===== src/adc_mode_pkg.sv =====
// Package with register map, field layout, mode codes and settling delay constants.
package adc_mode_pkg;

   // Register addresses on the internal register port.
   localparam logic [5:0]  MODE_CTRL_ADDR  = 6'h01;
   localparam logic [5:0]  IF_OPTS_ADDR    = 6'h02;

   // Reset values.
   localparam logic [15:0] MODE_CTRL_RESET = 16'h2000;
   localparam logic [15:0] IF_OPTS_RESET   = 16'h0000;

   // Writable bit masks; the other positions read as zero.
   localparam logic [15:0] MODE_CTRL_WMASK = 16'he77c;
   localparam logic [15:0] IF_OPTS_WMASK   = 16'h19ff;

   // Field positions of the mode control register and of the interface options register.
   localparam int REF_EN_BIT       = 15;
   localparam int SETTLED_BIT      = 13;
   localparam int DELAY_LSB        = 8;
   localparam int MODE_LSB         = 4;
   localparam int CLKSEL_LSB       = 2;
   localparam int CONTINUOUS_READOUT_ENABLE_BIT     = 7;

   // Operating mode codes.
   localparam logic [2:0] MODE_CONTINUOUS = 3'h0;
   localparam logic [2:0] MODE_SINGLE     = 3'h1;
   localparam logic [2:0] MODE_STANDBY    = 3'h2;
   localparam logic [2:0] MODE_POWERDOWN  = 3'h3;
   localparam logic [2:0] MODE_INT_OFFSET = 3'h4;
   localparam logic [2:0] MODE_INT_GAIN   = 3'h5;
   localparam logic [2:0] MODE_SYS_OFFSET = 3'h6;
   localparam logic [2:0] MODE_SYS_GAIN   = 3'h7;

   // Clock source codes.
   localparam logic [1:0] CLK_INT_OSC     = 2'h0;
   localparam logic [1:0] CLK_INT_OSC_OUT = 2'h1;
   localparam logic [1:0] CLK_EXT_CLOCK   = 2'h2;
   localparam logic [1:0] CLK_CRYSTAL     = 2'h3;

   // System clock period in nanoseconds.
   localparam int CLK_PERIOD_NS = 10;

   // Settling delay times in microseconds, as printed.
   localparam int DELAY1_US = 32;
   localparam int DELAY2_US = 128;
   localparam int DELAY3_US = 320;
   localparam int DELAY4_US = 800;
   localparam int DELAY5_US = 1600;
   localparam int DELAY6_US = 4000;
   localparam int DELAY7_US = 8000;

   // Settling delay times in clock cycles.
   localparam int DELAY1_CYC = DELAY1_US * 1000 / CLK_PERIOD_NS;
   localparam int DELAY2_CYC = DELAY2_US * 1000 / CLK_PERIOD_NS;
   localparam int DELAY3_CYC = DELAY3_US * 1000 / CLK_PERIOD_NS;
   localparam int DELAY4_CYC = DELAY4_US * 1000 / CLK_PERIOD_NS;
   localparam int DELAY5_CYC = DELAY5_US * 1000 / CLK_PERIOD_NS;
   localparam int DELAY6_CYC = DELAY6_US * 1000 / CLK_PERIOD_NS;
   localparam int DELAY7_CYC = DELAY7_US * 1000 / CLK_PERIOD_NS;

   // Width of the settling counter.
   localparam int DELAY_CNT_W = 20;

   // Sequencer states, Gray coded along idle, settle, run.
   typedef enum logic [1:0] {
      SEQ_IDLE   = 2'b00,
      SEQ_SETTLE = 2'b01,
      SEQ_RUN    = 2'b11
   } seq_state_t;

endpackage


===== src/adc_mode_control_register.sv =====
// Mode control and interface options registers with the conversion start sequencer.
`timescale 1ns/1ps
`default_nettype none
// Operation
// [RULE1] Mode register at address 1, resets 0x2000.
// [RULE2] Mode write clears filter, ready; restarts.
// [RULE3] Bit 15 enables reference and its output.
// [RULE4] Bit 13 limits output to settled rate.
// [RULE5] Bits 10:8 set channel switch settling wait.
// [RULE6] Bits 6:4 select the operating mode.
// [RULE7] Bits 3:2 select the master clock source.
// [RULE8] Internal oscillator selection powers the oscillator.
// [RULE9] Host writes zero to reserved bits.
// [RULE10] Interface options at address 2, resets zero.
// [RULE11] Continuous readout only in continuous mode.
module adc_mode_control_register
   import adc_mode_pkg::*;
#(
   parameter int DELAY2_CYCLES = DELAY2_CYC,   // 128 us settling wait.
   parameter int DELAY3_CYCLES = DELAY3_CYC,   // 320 us settling wait.
   parameter int DELAY4_CYCLES = DELAY4_CYC,   // 800 us settling wait.
   parameter int DELAY5_CYCLES = DELAY5_CYC,   // 1.6 ms settling wait.
   parameter int DELAY6_CYCLES = DELAY6_CYC,   // 4 ms settling wait.
   parameter int DELAY7_CYCLES = DELAY7_CYC    // 8 ms settling wait.
)(
   input  wire logic        sys_clk,           // System clock, 100 MHz.
   input  wire logic        reset_n,           // Synchronous reset, active low.
   input  wire logic [5:0]  regAddr,           // Register address from the serial core.
   input  wire logic [15:0] regWrData,         // Write data from the serial core.
   input  wire logic        regWrEn,           // One-cycle write strobe.
   input  wire logic        regRdEn,           // One-cycle read strobe.
   output logic      [15:0] regRdData,         // Read data, registered.
   output logic             regRdValid,        // Read data valid pulse.
   input  wire logic        channelSwitch,     // Pulse: the sequencer moved to a new channel.
   input  wire logic        resultDone,        // Pulse: the filter produced a result.
   output logic             filterClear,       // Pulse: clear the digital filter state.
   output logic             conversionStart,   // Pulse: start conversion or calibration.
   output logic             inputProcessEnable,// High once the settling wait has passed.
   output logic             conversionReady,   // Ready flag, active high.
   output logic             referenceEnable,   // Internal reference and its buffer on.
   output logic             settledOnlyOutput, // Output only at the settled filter rate.
   output logic      [2:0]  operatingMode,     // Selected operating mode.
   output logic      [1:0]  clockSourceSelect, // Selected master clock source.
   output logic             oscillatorEnable,  // Internal oscillator powered.
   output logic             clockIoDriveOut_n, // Low while the clock I/O pin is driven out.
   output logic             crystalEnable,     // Crystal oscillator across both pins.
   output logic             continuousReadoutEnable // Continuous result readout enabled.
);

   // Register state.
   logic [15:0]             modeCtrl_reg;      // Mode control register.
   logic [15:0]             modeCtrl_next;
   logic [15:0]             ifOpts_reg;        // Interface options register.
   logic [15:0]             ifOpts_next;
   logic [15:0]             rdData_reg;        // Read data holding register.
   logic [15:0]             rdData_next;
   logic                    rdValid_reg;       // Read valid pulse.
   logic                    rdValid_next;

   // Sequencer state.
   seq_state_t              state_reg;
   seq_state_t              state_next;
   logic [DELAY_CNT_W-1:0]  count_reg;         // Settling cycles left.
   logic [DELAY_CNT_W-1:0]  count_next;
   logic                    ready_reg;         // Conversion ready flag.
   logic                    ready_next;
   logic                    clear_reg;         // Filter clear pulse.
   logic                    clear_next;
   logic                    start_reg;         // Start pulse.
   logic                    start_next;

   // Decoded write strobes.
   logic                    modeWrite;
   logic                    ifWrite;
   logic [DELAY_CNT_W-1:0]  delayLoad;         // Wait chosen by the delay field.
   logic                    modeActive;        // Mode converts or calibrates.

   // Turns the delay code into a cycle count.
   function automatic logic [DELAY_CNT_W-1:0] delay_cycles(input logic [2:0] code);
      int cyc;
      case (code)
         3'h0: cyc = 0;
         3'h1: cyc = DELAY1_CYC;
         3'h2: cyc = DELAY2_CYCLES;
         3'h3: cyc = DELAY3_CYCLES;
         3'h4: cyc = DELAY4_CYCLES;
         3'h5: cyc = DELAY5_CYCLES;
         3'h6: cyc = DELAY6_CYCLES;
         default: cyc = DELAY7_CYCLES;
      endcase
      return cyc[DELAY_CNT_W-1:0];
   endfunction

   // Address decode of the register port.
   always_comb begin
      modeWrite = regWrEn && (regAddr == MODE_CTRL_ADDR); // [RULE1]
      ifWrite   = regWrEn && (regAddr == IF_OPTS_ADDR);   // [RULE10]
   end

   // Next values of the register bank.
   always_comb begin
      modeCtrl_next = modeCtrl_reg;
      ifOpts_next   = ifOpts_reg;
      rdData_next   = rdData_reg;
      rdValid_next  = 1'b0;
      // Reserved read-only positions are masked so they stay zero.
      if (modeWrite) begin
         modeCtrl_next = regWrData & MODE_CTRL_WMASK; // [RULE9]
      end
      if (ifWrite) begin
         ifOpts_next = regWrData & IF_OPTS_WMASK;
      end
      // Reads return the register or zero for unmapped addresses.
      if (regRdEn) begin
         rdValid_next = 1'b1;
         if (regAddr == MODE_CTRL_ADDR) begin
            rdData_next = modeCtrl_reg;
         end else if (regAddr == IF_OPTS_ADDR) begin
            rdData_next = ifOpts_reg;
         end else begin
            rdData_next = 16'h0000;
         end
      end
   end

   // Register bank flip-flops.
   always_ff @(posedge sys_clk) begin
      if (!reset_n) begin
         modeCtrl_reg <= MODE_CTRL_RESET; // [RULE1]
         ifOpts_reg   <= IF_OPTS_RESET;   // [RULE10]
         rdData_reg   <= 16'h0000;
         rdValid_reg  <= 1'b0;
      end else begin
         modeCtrl_reg <= modeCtrl_next;
         ifOpts_reg   <= ifOpts_next;
         rdData_reg   <= rdData_next;
         rdValid_reg  <= rdValid_next;
      end
   end

   // Field decode that drives the analog and clock controls.
   always_comb begin
      referenceEnable   = modeCtrl_reg[REF_EN_BIT];                    // [RULE3]
      settledOnlyOutput = modeCtrl_reg[SETTLED_BIT];                   // [RULE4]
      operatingMode     = modeCtrl_reg[MODE_LSB +: 3];                 // [RULE6]
      clockSourceSelect = modeCtrl_reg[CLKSEL_LSB +: 2];               // [RULE7]
      // The oscillator runs for both internal selections.
      oscillatorEnable  = (clockSourceSelect == CLK_INT_OSC) ||
                          (clockSourceSelect == CLK_INT_OSC_OUT);      // [RULE8]
      clockIoDriveOut_n = !(clockSourceSelect == CLK_INT_OSC_OUT);     // [RULE7]
      crystalEnable     = (clockSourceSelect == CLK_CRYSTAL);          // [RULE7]
      // Readout is only offered while converting continuously.
      continuousReadoutEnable = ifOpts_reg[CONTINUOUS_READOUT_ENABLE_BIT] &&
                                (operatingMode == MODE_CONTINUOUS);    // [RULE11]
      delayLoad  = delay_cycles(modeCtrl_reg[DELAY_LSB +: 3]);         // [RULE5]
      modeActive = (operatingMode != MODE_STANDBY) &&
                   (operatingMode != MODE_POWERDOWN);                  // [RULE6]
   end

   // Sequencer next state: a mode write restarts, a channel switch waits.
   always_comb begin
      state_next = state_reg;
      count_next = count_reg;
      clear_next = 1'b0;
      start_next = 1'b0;
      ready_next = ready_reg;
      // A write clears the ready flag and beats a result in the same cycle, which is stale.
      if (modeWrite) begin
         ready_next = 1'b0; // [RULE2]
      end
      if (resultDone && state_reg == SEQ_RUN && !modeWrite) begin
         ready_next = 1'b1;
      end
      case (state_reg)
         // Standby and power-down stay idle until a new write.
         SEQ_IDLE: begin
            count_next = '0;
         end
         // Waits out the settling delay, then starts processing.
         SEQ_SETTLE: begin
            if (count_reg == '0) begin
               state_next = SEQ_RUN;
               start_next = 1'b1; // [RULE2]
            end else begin
               count_next = count_reg - 1'b1; // [RULE5]
            end
         end
         // Processing; a channel switch inserts the wait again.
         SEQ_RUN: begin
            if (channelSwitch) begin
               state_next = SEQ_SETTLE;
               count_next = delayLoad; // [RULE5]
            end
         end
         default: begin
            state_next = SEQ_IDLE;
         end
      endcase
      // A write picks idle or settle from the mode field of the write data in the same cycle.
      if (modeWrite) begin
         clear_next = 1'b1; // [RULE2]
         state_next = (regWrData[MODE_LSB +: 3] == MODE_STANDBY ||
                       regWrData[MODE_LSB +: 3] == MODE_POWERDOWN) ?
                      SEQ_IDLE : SEQ_SETTLE;
         count_next = '0;
      end else if (!modeActive && state_reg != SEQ_IDLE) begin
         state_next = SEQ_IDLE;
      end
   end

   // Sequencer flip-flops.
   always_ff @(posedge sys_clk) begin
      if (!reset_n) begin
         state_reg <= SEQ_IDLE;
         count_reg <= '0;
         ready_reg <= 1'b0;
         clear_reg <= 1'b0;
         start_reg <= 1'b0;
      end else begin
         state_reg <= state_next;
         count_reg <= count_next;
         ready_reg <= ready_next;
         clear_reg <= clear_next;
         start_reg <= start_next;
      end
   end

   // Output drive from the state registers.
   always_comb begin
      regRdData          = rdData_reg;
      regRdValid         = rdValid_reg;
      filterClear        = clear_reg;
      conversionStart    = start_reg;
      conversionReady    = ready_reg;
      inputProcessEnable = (state_reg == SEQ_RUN);
   end

endmodule
`default_nettype wire


===== config.mk =====
export PLATFORM = sky130hd
export DESIGN_NAME = adc_mode_control_register
export DESIGN_NICKNAME = d
export VERILOG_FILES = /design/src/adc_mode_pkg.sv /design/src/adc_mode_control_register.sv
export SDC_FILE = /design/constraint.sdc
export NUM_CORES = 1
export LEC_CHECK = 0
export BUFFER_PORTS_ARGS = -buffer_cell sky130_fd_sc_hd__buf_4
export CORE_UTILIZATION = 44
export CTS_BUF_LIST = sky130_fd_sc_hd__clkbuf_4
export DETAILED_ROUTE_END_ITERATION = 7
export GPL_ROUTABILITY_DRIVEN = 0
export PLACE_DENSITY = 0.66
export SYNTH_ARGS = -nofsm -noshare
export SYNTH_HDL_FRONTEND = slang
export SYNTH_SLANG_ARGS = --single-unit

===== constraint.sdc =====
create_clock -name sys_clk -period 3.3 [get_ports sys_clk]
set_input_delay 0.825 -clock sys_clk [delete_from_list [all_inputs] [get_ports sys_clk]]
set_output_delay 0.825 -clock sys_clk [all_outputs]
set_load 0.005 [all_outputs]

==> summary.txt, run 1 <==
status = finished clean
IO buf count = 59
placed inst area = 0.00351 mm²
Critical R2R Capture = count_reg[12]
via count of the first global-routing pass = 2611
path length in cells of the critical path = 6
final antenna-violating net count = 0
initial antenna violation count = 0
Slew Limit Fails = 0
synth unique cells = 51
post-synthesis mux area share = 4.57%
CP cell instances = or4_1 > or4_4 > o41ai_4 > buf_4 > a2111oi_0 > a32o_1
xor/xnor share of the synthesized area = 1.71%
YS warnings = 0
H-Tree Depth = 3
Mapped Nets = 396
Crit path arrival time = 3050 ps
Max Clock Skew = 9.94 ps
Post-Synth Adder-Cell Area = 1.22%
Max-Cap Viols = 0
required time of the critical path = 3600 ps
ant diodes = 0
post-synthesis compound-gate area fraction = 19.9%
CP startpoint = count_reg[3]
Hold Path Depth = 2
RSZ-0062 raised after global routing = false
most frequent cells after synthesis = dfxtp_1, a21oi_1, nor2_1
row count = 30
GRT busiest layer = met2
Setup TNS = 0 ps
final cell area excluding filler cells = 0.00365 mm²
met2 Usage GRT = 35.0%
drt drc = 0
f_max = 0.364 GHz
worst setup path category = flop to flop
DRT iter0 DRCs = 175
hold slack = 463 ps
most numerous cell in the Yosys netlist = dfxtp_1
CP endpoint = count_reg[12]
share of cells above drive strength 1 = 21.4%
r2r worst-path depth = 6
All-Layer GR Usage = 21.6%
Synth async-reset ratio = 0%
mean routed wirelength per cell = 14.9 µm
via-per-instance ratio = 5.66
postcts setup bufs = 0
Ports = 60
Clock Sinks = 64
Die Area = 0.00730 mm²
flop-to-flop setup slack = 550 ps
Worst setup SP type = flop
DRT Pass-1 Iters = 4
share of the synthesized area in the top cell type = 41.8%
fin crit share = 83.3%
GR Util met3 = 4.47%
Clk Latency, worst-skew pair = 410 ps
grt met1 use = 27.3%
core box area = 0.00676 mm²
crit-path max FO = 17
worst IR drop on VDD = 0.000221 V
critical path's slowest cell = or4_1
max_slew headroom = 49.9%
Power, Total = 0.00141 W
largest family of logic cells by synthesized area = simple AND/OR/NAND/NOR gates
global-route wire length before repair = 12400 µm
Hold WC Path Type = flop to flop
Setup violations, final = 0
global route overflow = 0
Worst Max-Slew Pin Slew = 743 ps
Die X = 85.5 µm
TritonCTS clock tree = built
post-CTS sizing = 0
min Tclk post-route = 2750 ps
crit-path max cell delay = 660 ps
RR Startpoint = count_reg[3]
Final Hold Vio Count = 0
Worst-path clk slew = 110 ps
leading area contributor after synthesis = dfxtp_1
largest net degree at the start of global routing = 34
Yosys reg bits = 64
power density over the cells = 386 mW/mm²
chip height = 85.5 µm
Syn Area/Cell = 8.40 µm²
Area Overhead vs Synth = 19.0%
crit end category = flop
CP delay by family, top = simple AND/OR/NAND/NOR gates
CTS Buf Count = 9
Main synth FF type = dfxtp_1
leak pwr = 1.54 nW
hold buffers post-CTS = 0
EDFF count, synth = 0
hpwl dp = 5150 µm
synthesized instance count = 365
max reg flops = 20
clk root buf = clkbuf_4
Max clock buf depth = 2
# nets final = 441
Worst Path Buf+Inv = 1
ranking of synthesized cells by area = dfxtp_1, a21oi_1, mux2i_1
Vias = 2800
Routed WL = 7390 µm
post-synthesis simple-gate area fraction = 23.6%
placed cells = 479
sequential share of the synthesized area = 41.8%
Starting Density = 45.4%
Non-Filler Instances = 495
Post-Syn Area = 0.00306 mm²
power breakdown:
group	switching, W	leakage (nW)	internal [W]
combinational	0.0000527	0.949	0.0000466
clock	0.000287	0.0738	0.000236
sequential	0.00000479	0.517	0.000779
final cells by class:
type / instances / area [µm²]
clock buffer: 10 / 75.1
tap: 80 / 100
fill: 657 / 3110
inverter: 12 / 45.0
sequential: 64 / 1280
clock inverter: 6 / 60.1
multi-input combinational: 256 / 1570
timing repair buffer: 67 / 515
kinds of logic (layout without fill, tap and decap cells):
family                   after synthesis  count (layout)
AND/OR/NAND/NOR                      141             141
AO/OA/AOI/OAI                         92              92
flip-flops                            64              64
buffers and inverters                 45              95
multiplexers                          14              14
XOR/XNOR                               6               6
adder cells (fa/ha/maj)                3               3
routing by layer:
metal	vias to the layer above	part of all wire, %
li1	1386	-
met3	14	4.3
met2	74	49
met5	-	0
met4	0	1.8
met1	1326	45
cell usage in the layout, fill, tap and decap left out, types with 2 or more instances in the layout:
cell	n
nor3_1	7
o31a_1	2
a22oi_1	6
o21bai_1	3
and2_1	4
mux2i_1	14
a32o_1	2
o21ai_1	7
o21a_1	2
nand3_1	25
or3_1	10
a211oi_1	9
clkbuf_4	10
a21oi_1	37
nor2_1	31
nor4_1	3
clkinv_2	2
inv_1	11
o41ai_1	2
and3_1	2
xor2_1	2
o21ai_0	6
or4_1	7
nor3b_1	3
xnor2_1	4
dfxtp_1	64
o31ai_1	4
nand2_1	26
o32ai_1	2
buf_4	66
ha_1	3
nand2b_1	16
worst min-delay path by stage:
stage,start,endpoint
detailed placement,ifOpts_reg[0],ifOpts_reg[0]
CTS,ifOpts_reg[3],ifOpts_reg[3]
finish,ifOpts_reg[1],ifOpts_reg[1]
global placement,ifOpts_reg[2],ifOpts_reg[2]
global route,ifOpts_reg[0],ifOpts_reg[0]
floorplan,ifOpts_reg[2],ifOpts_reg[2]
worst reg2reg max path: stages, from the launching register on:
cell and delay, ps:
dfxtp_1 370, or4_1 660, or4_4 630, o41ai_4 380, buf_4 280, a2111oi_0 110
a32o_1 230
stage by stage:
| stage | worst slack, ps | util, % |
|---|---|---|
| final | 552 | 54.0 |
| after global routing | 486 | 54.0 |
| after CTS | 555 | 54.0 |
| after detailed placement | 444 | 52.0 |
| after global placement | 499 | 52.0 |
| after floorplan | 656 | - |
No activity file was read; power rests on OpenSTA's default activity.
==> run 2, diff against run 1 <==
PLACE_DENSITY = 0.68   (was 0.66)
clock period = 2.2 ns   (was 3.3 ns; I/O delays follow)
==> summary.txt, run 2 (synthesis gave the netlist of run 1 again) <==
flop-to-flop setup slack = -7 ps
Worst-path clk slew = 90 ps
min Tclk post-route = 2210 ps
fin crit share = 100%
Critical R2R Capture = count_reg[7]
IO buf count = 59
failing checks = setup timing
Max Clock Skew = 20.0 ps
max_slew headroom = 53.6%
TritonCTS clock tree = built
Worst Max-Slew Pin Slew = 696 ps
Hold WC Path Type = input pin to flop
Clk Latency, worst-skew pair = 400 ps
hold slack = 347 ps
Crit path arrival time = 2490 ps
RSZ-0062 raised after global routing = true
final core occ = 57.4%
routed wl met2 = 3830 µm
Final Hold Vio Count = 0
global-route wire length before repair = 12800 µm
f_max = 0.453 GHz
max reg flops = 20
CTS Buf Count = 9
metal1 wirelength = 3540 µm
Ports = 60
Setup violations, final = 1
Hold Path Depth = 2
clk root buf = clkbuf_4
Max-Cap Viols = 0
DRT Pass-1 Iters = 4
worst setup path category = flop to flop
core box area = 0.00676 mm²
chip height = 85.5 µm
row count = 30
DRT iter0 DRCs = 226
most common cell after layout, fill and taps aside = buf_4
required time of the critical path = 2490 ps
max layer used = met4
Die Area = 0.00730 mm²
hpwl dp = 5370 µm
worst IR drop on VDD = 0.000333 V
final antenna-violating net count = 0
Routed WL = 7890 µm
Non-Filler Instances = 521
Vias = 2912
crit end category = flop
r2r worst-path depth = 7
crit-path max FO = 5
Worst setup SP type = flop
Max clock buf depth = 2
Die X = 85.5 µm
status = finished, violations left
global route overflow = 0
post-route setup slack = -6.53 ps
ant diodes = 0
initial antenna violation count = 0
Area Overhead vs Synth = 26.5%
largest net degree at the start of global routing = 40
mean routed wirelength per cell = 15.1 µm
Slew Limit Fails = 0
leak pwr = 1.67 nW
Starting Density = 45.4%
CP endpoint = count_reg[7]
drt drc = 0
via count of the first global-routing pass = 2709
CP startpoint = count_reg[3]
power density over the cells = 512 mW/mm²
Setup TNS = -6.53 ps
via-per-instance ratio = 5.59
share of cells above drive strength 1 = 28.6%
H-Tree Depth = 3
Clock Sinks = 64
commonest cells after routing, fill and taps aside = buf_4, dfxtp_1, a21oi_1
RR Startpoint = count_reg[3]
# nets final = 468
WL met3 = 394 µm
All-Layer GR Usage = 22.3%
placed cells = 502
==> run 2: changes by cell type in the layout (fill, tap and decap cells not counted), sizes merged <==
cell,delta
buf,+27
bufinv,-1
clkinv,+1
clkinvlp,-1
==> run 2: worst min-delay path by stage <==
| stage | start | to | slack [ps] |
|---|---|---|---|
| 2_1_floorplan | ifOpts_reg[2] | ifOpts_reg[2] | 440 |
| 3_3_place_gp | ifOpts_reg[12] | ifOpts_reg[12] | 440 |
| 3_5_place_dp | ifOpts_reg[2] | ifOpts_reg[2] | 450 |
| 4_1_cts | reset_n | modeCtrl_reg[13] | 320 |
| 5_1_grt | reset_n | modeCtrl_reg[13] | 320 |
| 6_report | reset_n | modeCtrl_reg[13] | 350 |
==> run 2: per-layer routing <==
metal | vias to the layer above | global-route usage [%]
met2 | 82 | 36.0
met4 | 0 | 7.88
met5 | - | 0
met3 | 12 | 5.64
met1 | 1384 | 28.8
li1 | 1434 | -
==> run 2: layout make-up <==
cell class,count,area (µm²)
clock inverters,5,25.0
inverters,12,45.0
fillers,629,2880
well taps,80,100
clock buffers,10,75.1
flip-flops and latches,64,1280
multi-input cells,256,1620
repair buffers,94,722
==> run 2: what timing repair did <==
item,in CTS,in global routing
buffers inserted,1,3
pin swaps,1,5
gates resized for setup,5,5
endpoints found under the hold margin,0,0
hold buffers,0,0
endpoints found under the setup margin,21,16
==> run 2: power by group <==
part	total [W]	switching, W	leakage [nW]	internal, W
registers	0.00117	0.00000697	0.518	0.00117
clock network	0.000635	0.000407	0.0587	0.000228
logic	0.000173	0.0000869	1.09	0.0000861
total	0.00198	0.000500	1.67	0.00148
==> run 2: critical path, cell delays in order, from the launching register on <==
cell and delay, ps:
dfxtp_2 330, or4_4 550, or4_4 460, buf_4 180, nor3_2 150, buf_4 160
o22ai_1 60, a32o_1 200
==> run 2: stage by stage <==
| stage | total power (W) | setup WS (ps) | area (µm²) |
|---|---|---|---|
| after floorplan | 0.00128 | -254 | 3080 |
| after global placement | 0.00136 | -85.4 | 3700 |
| after detailed placement | 0.00136 | -99.0 | 3700 |
| after CTS | 0.00200 | 4.52 | 3820 |
| after global routing | 0.00208 | -95.9 | 3870 |
| final | 0.00198 | -6.53 | 3870 |
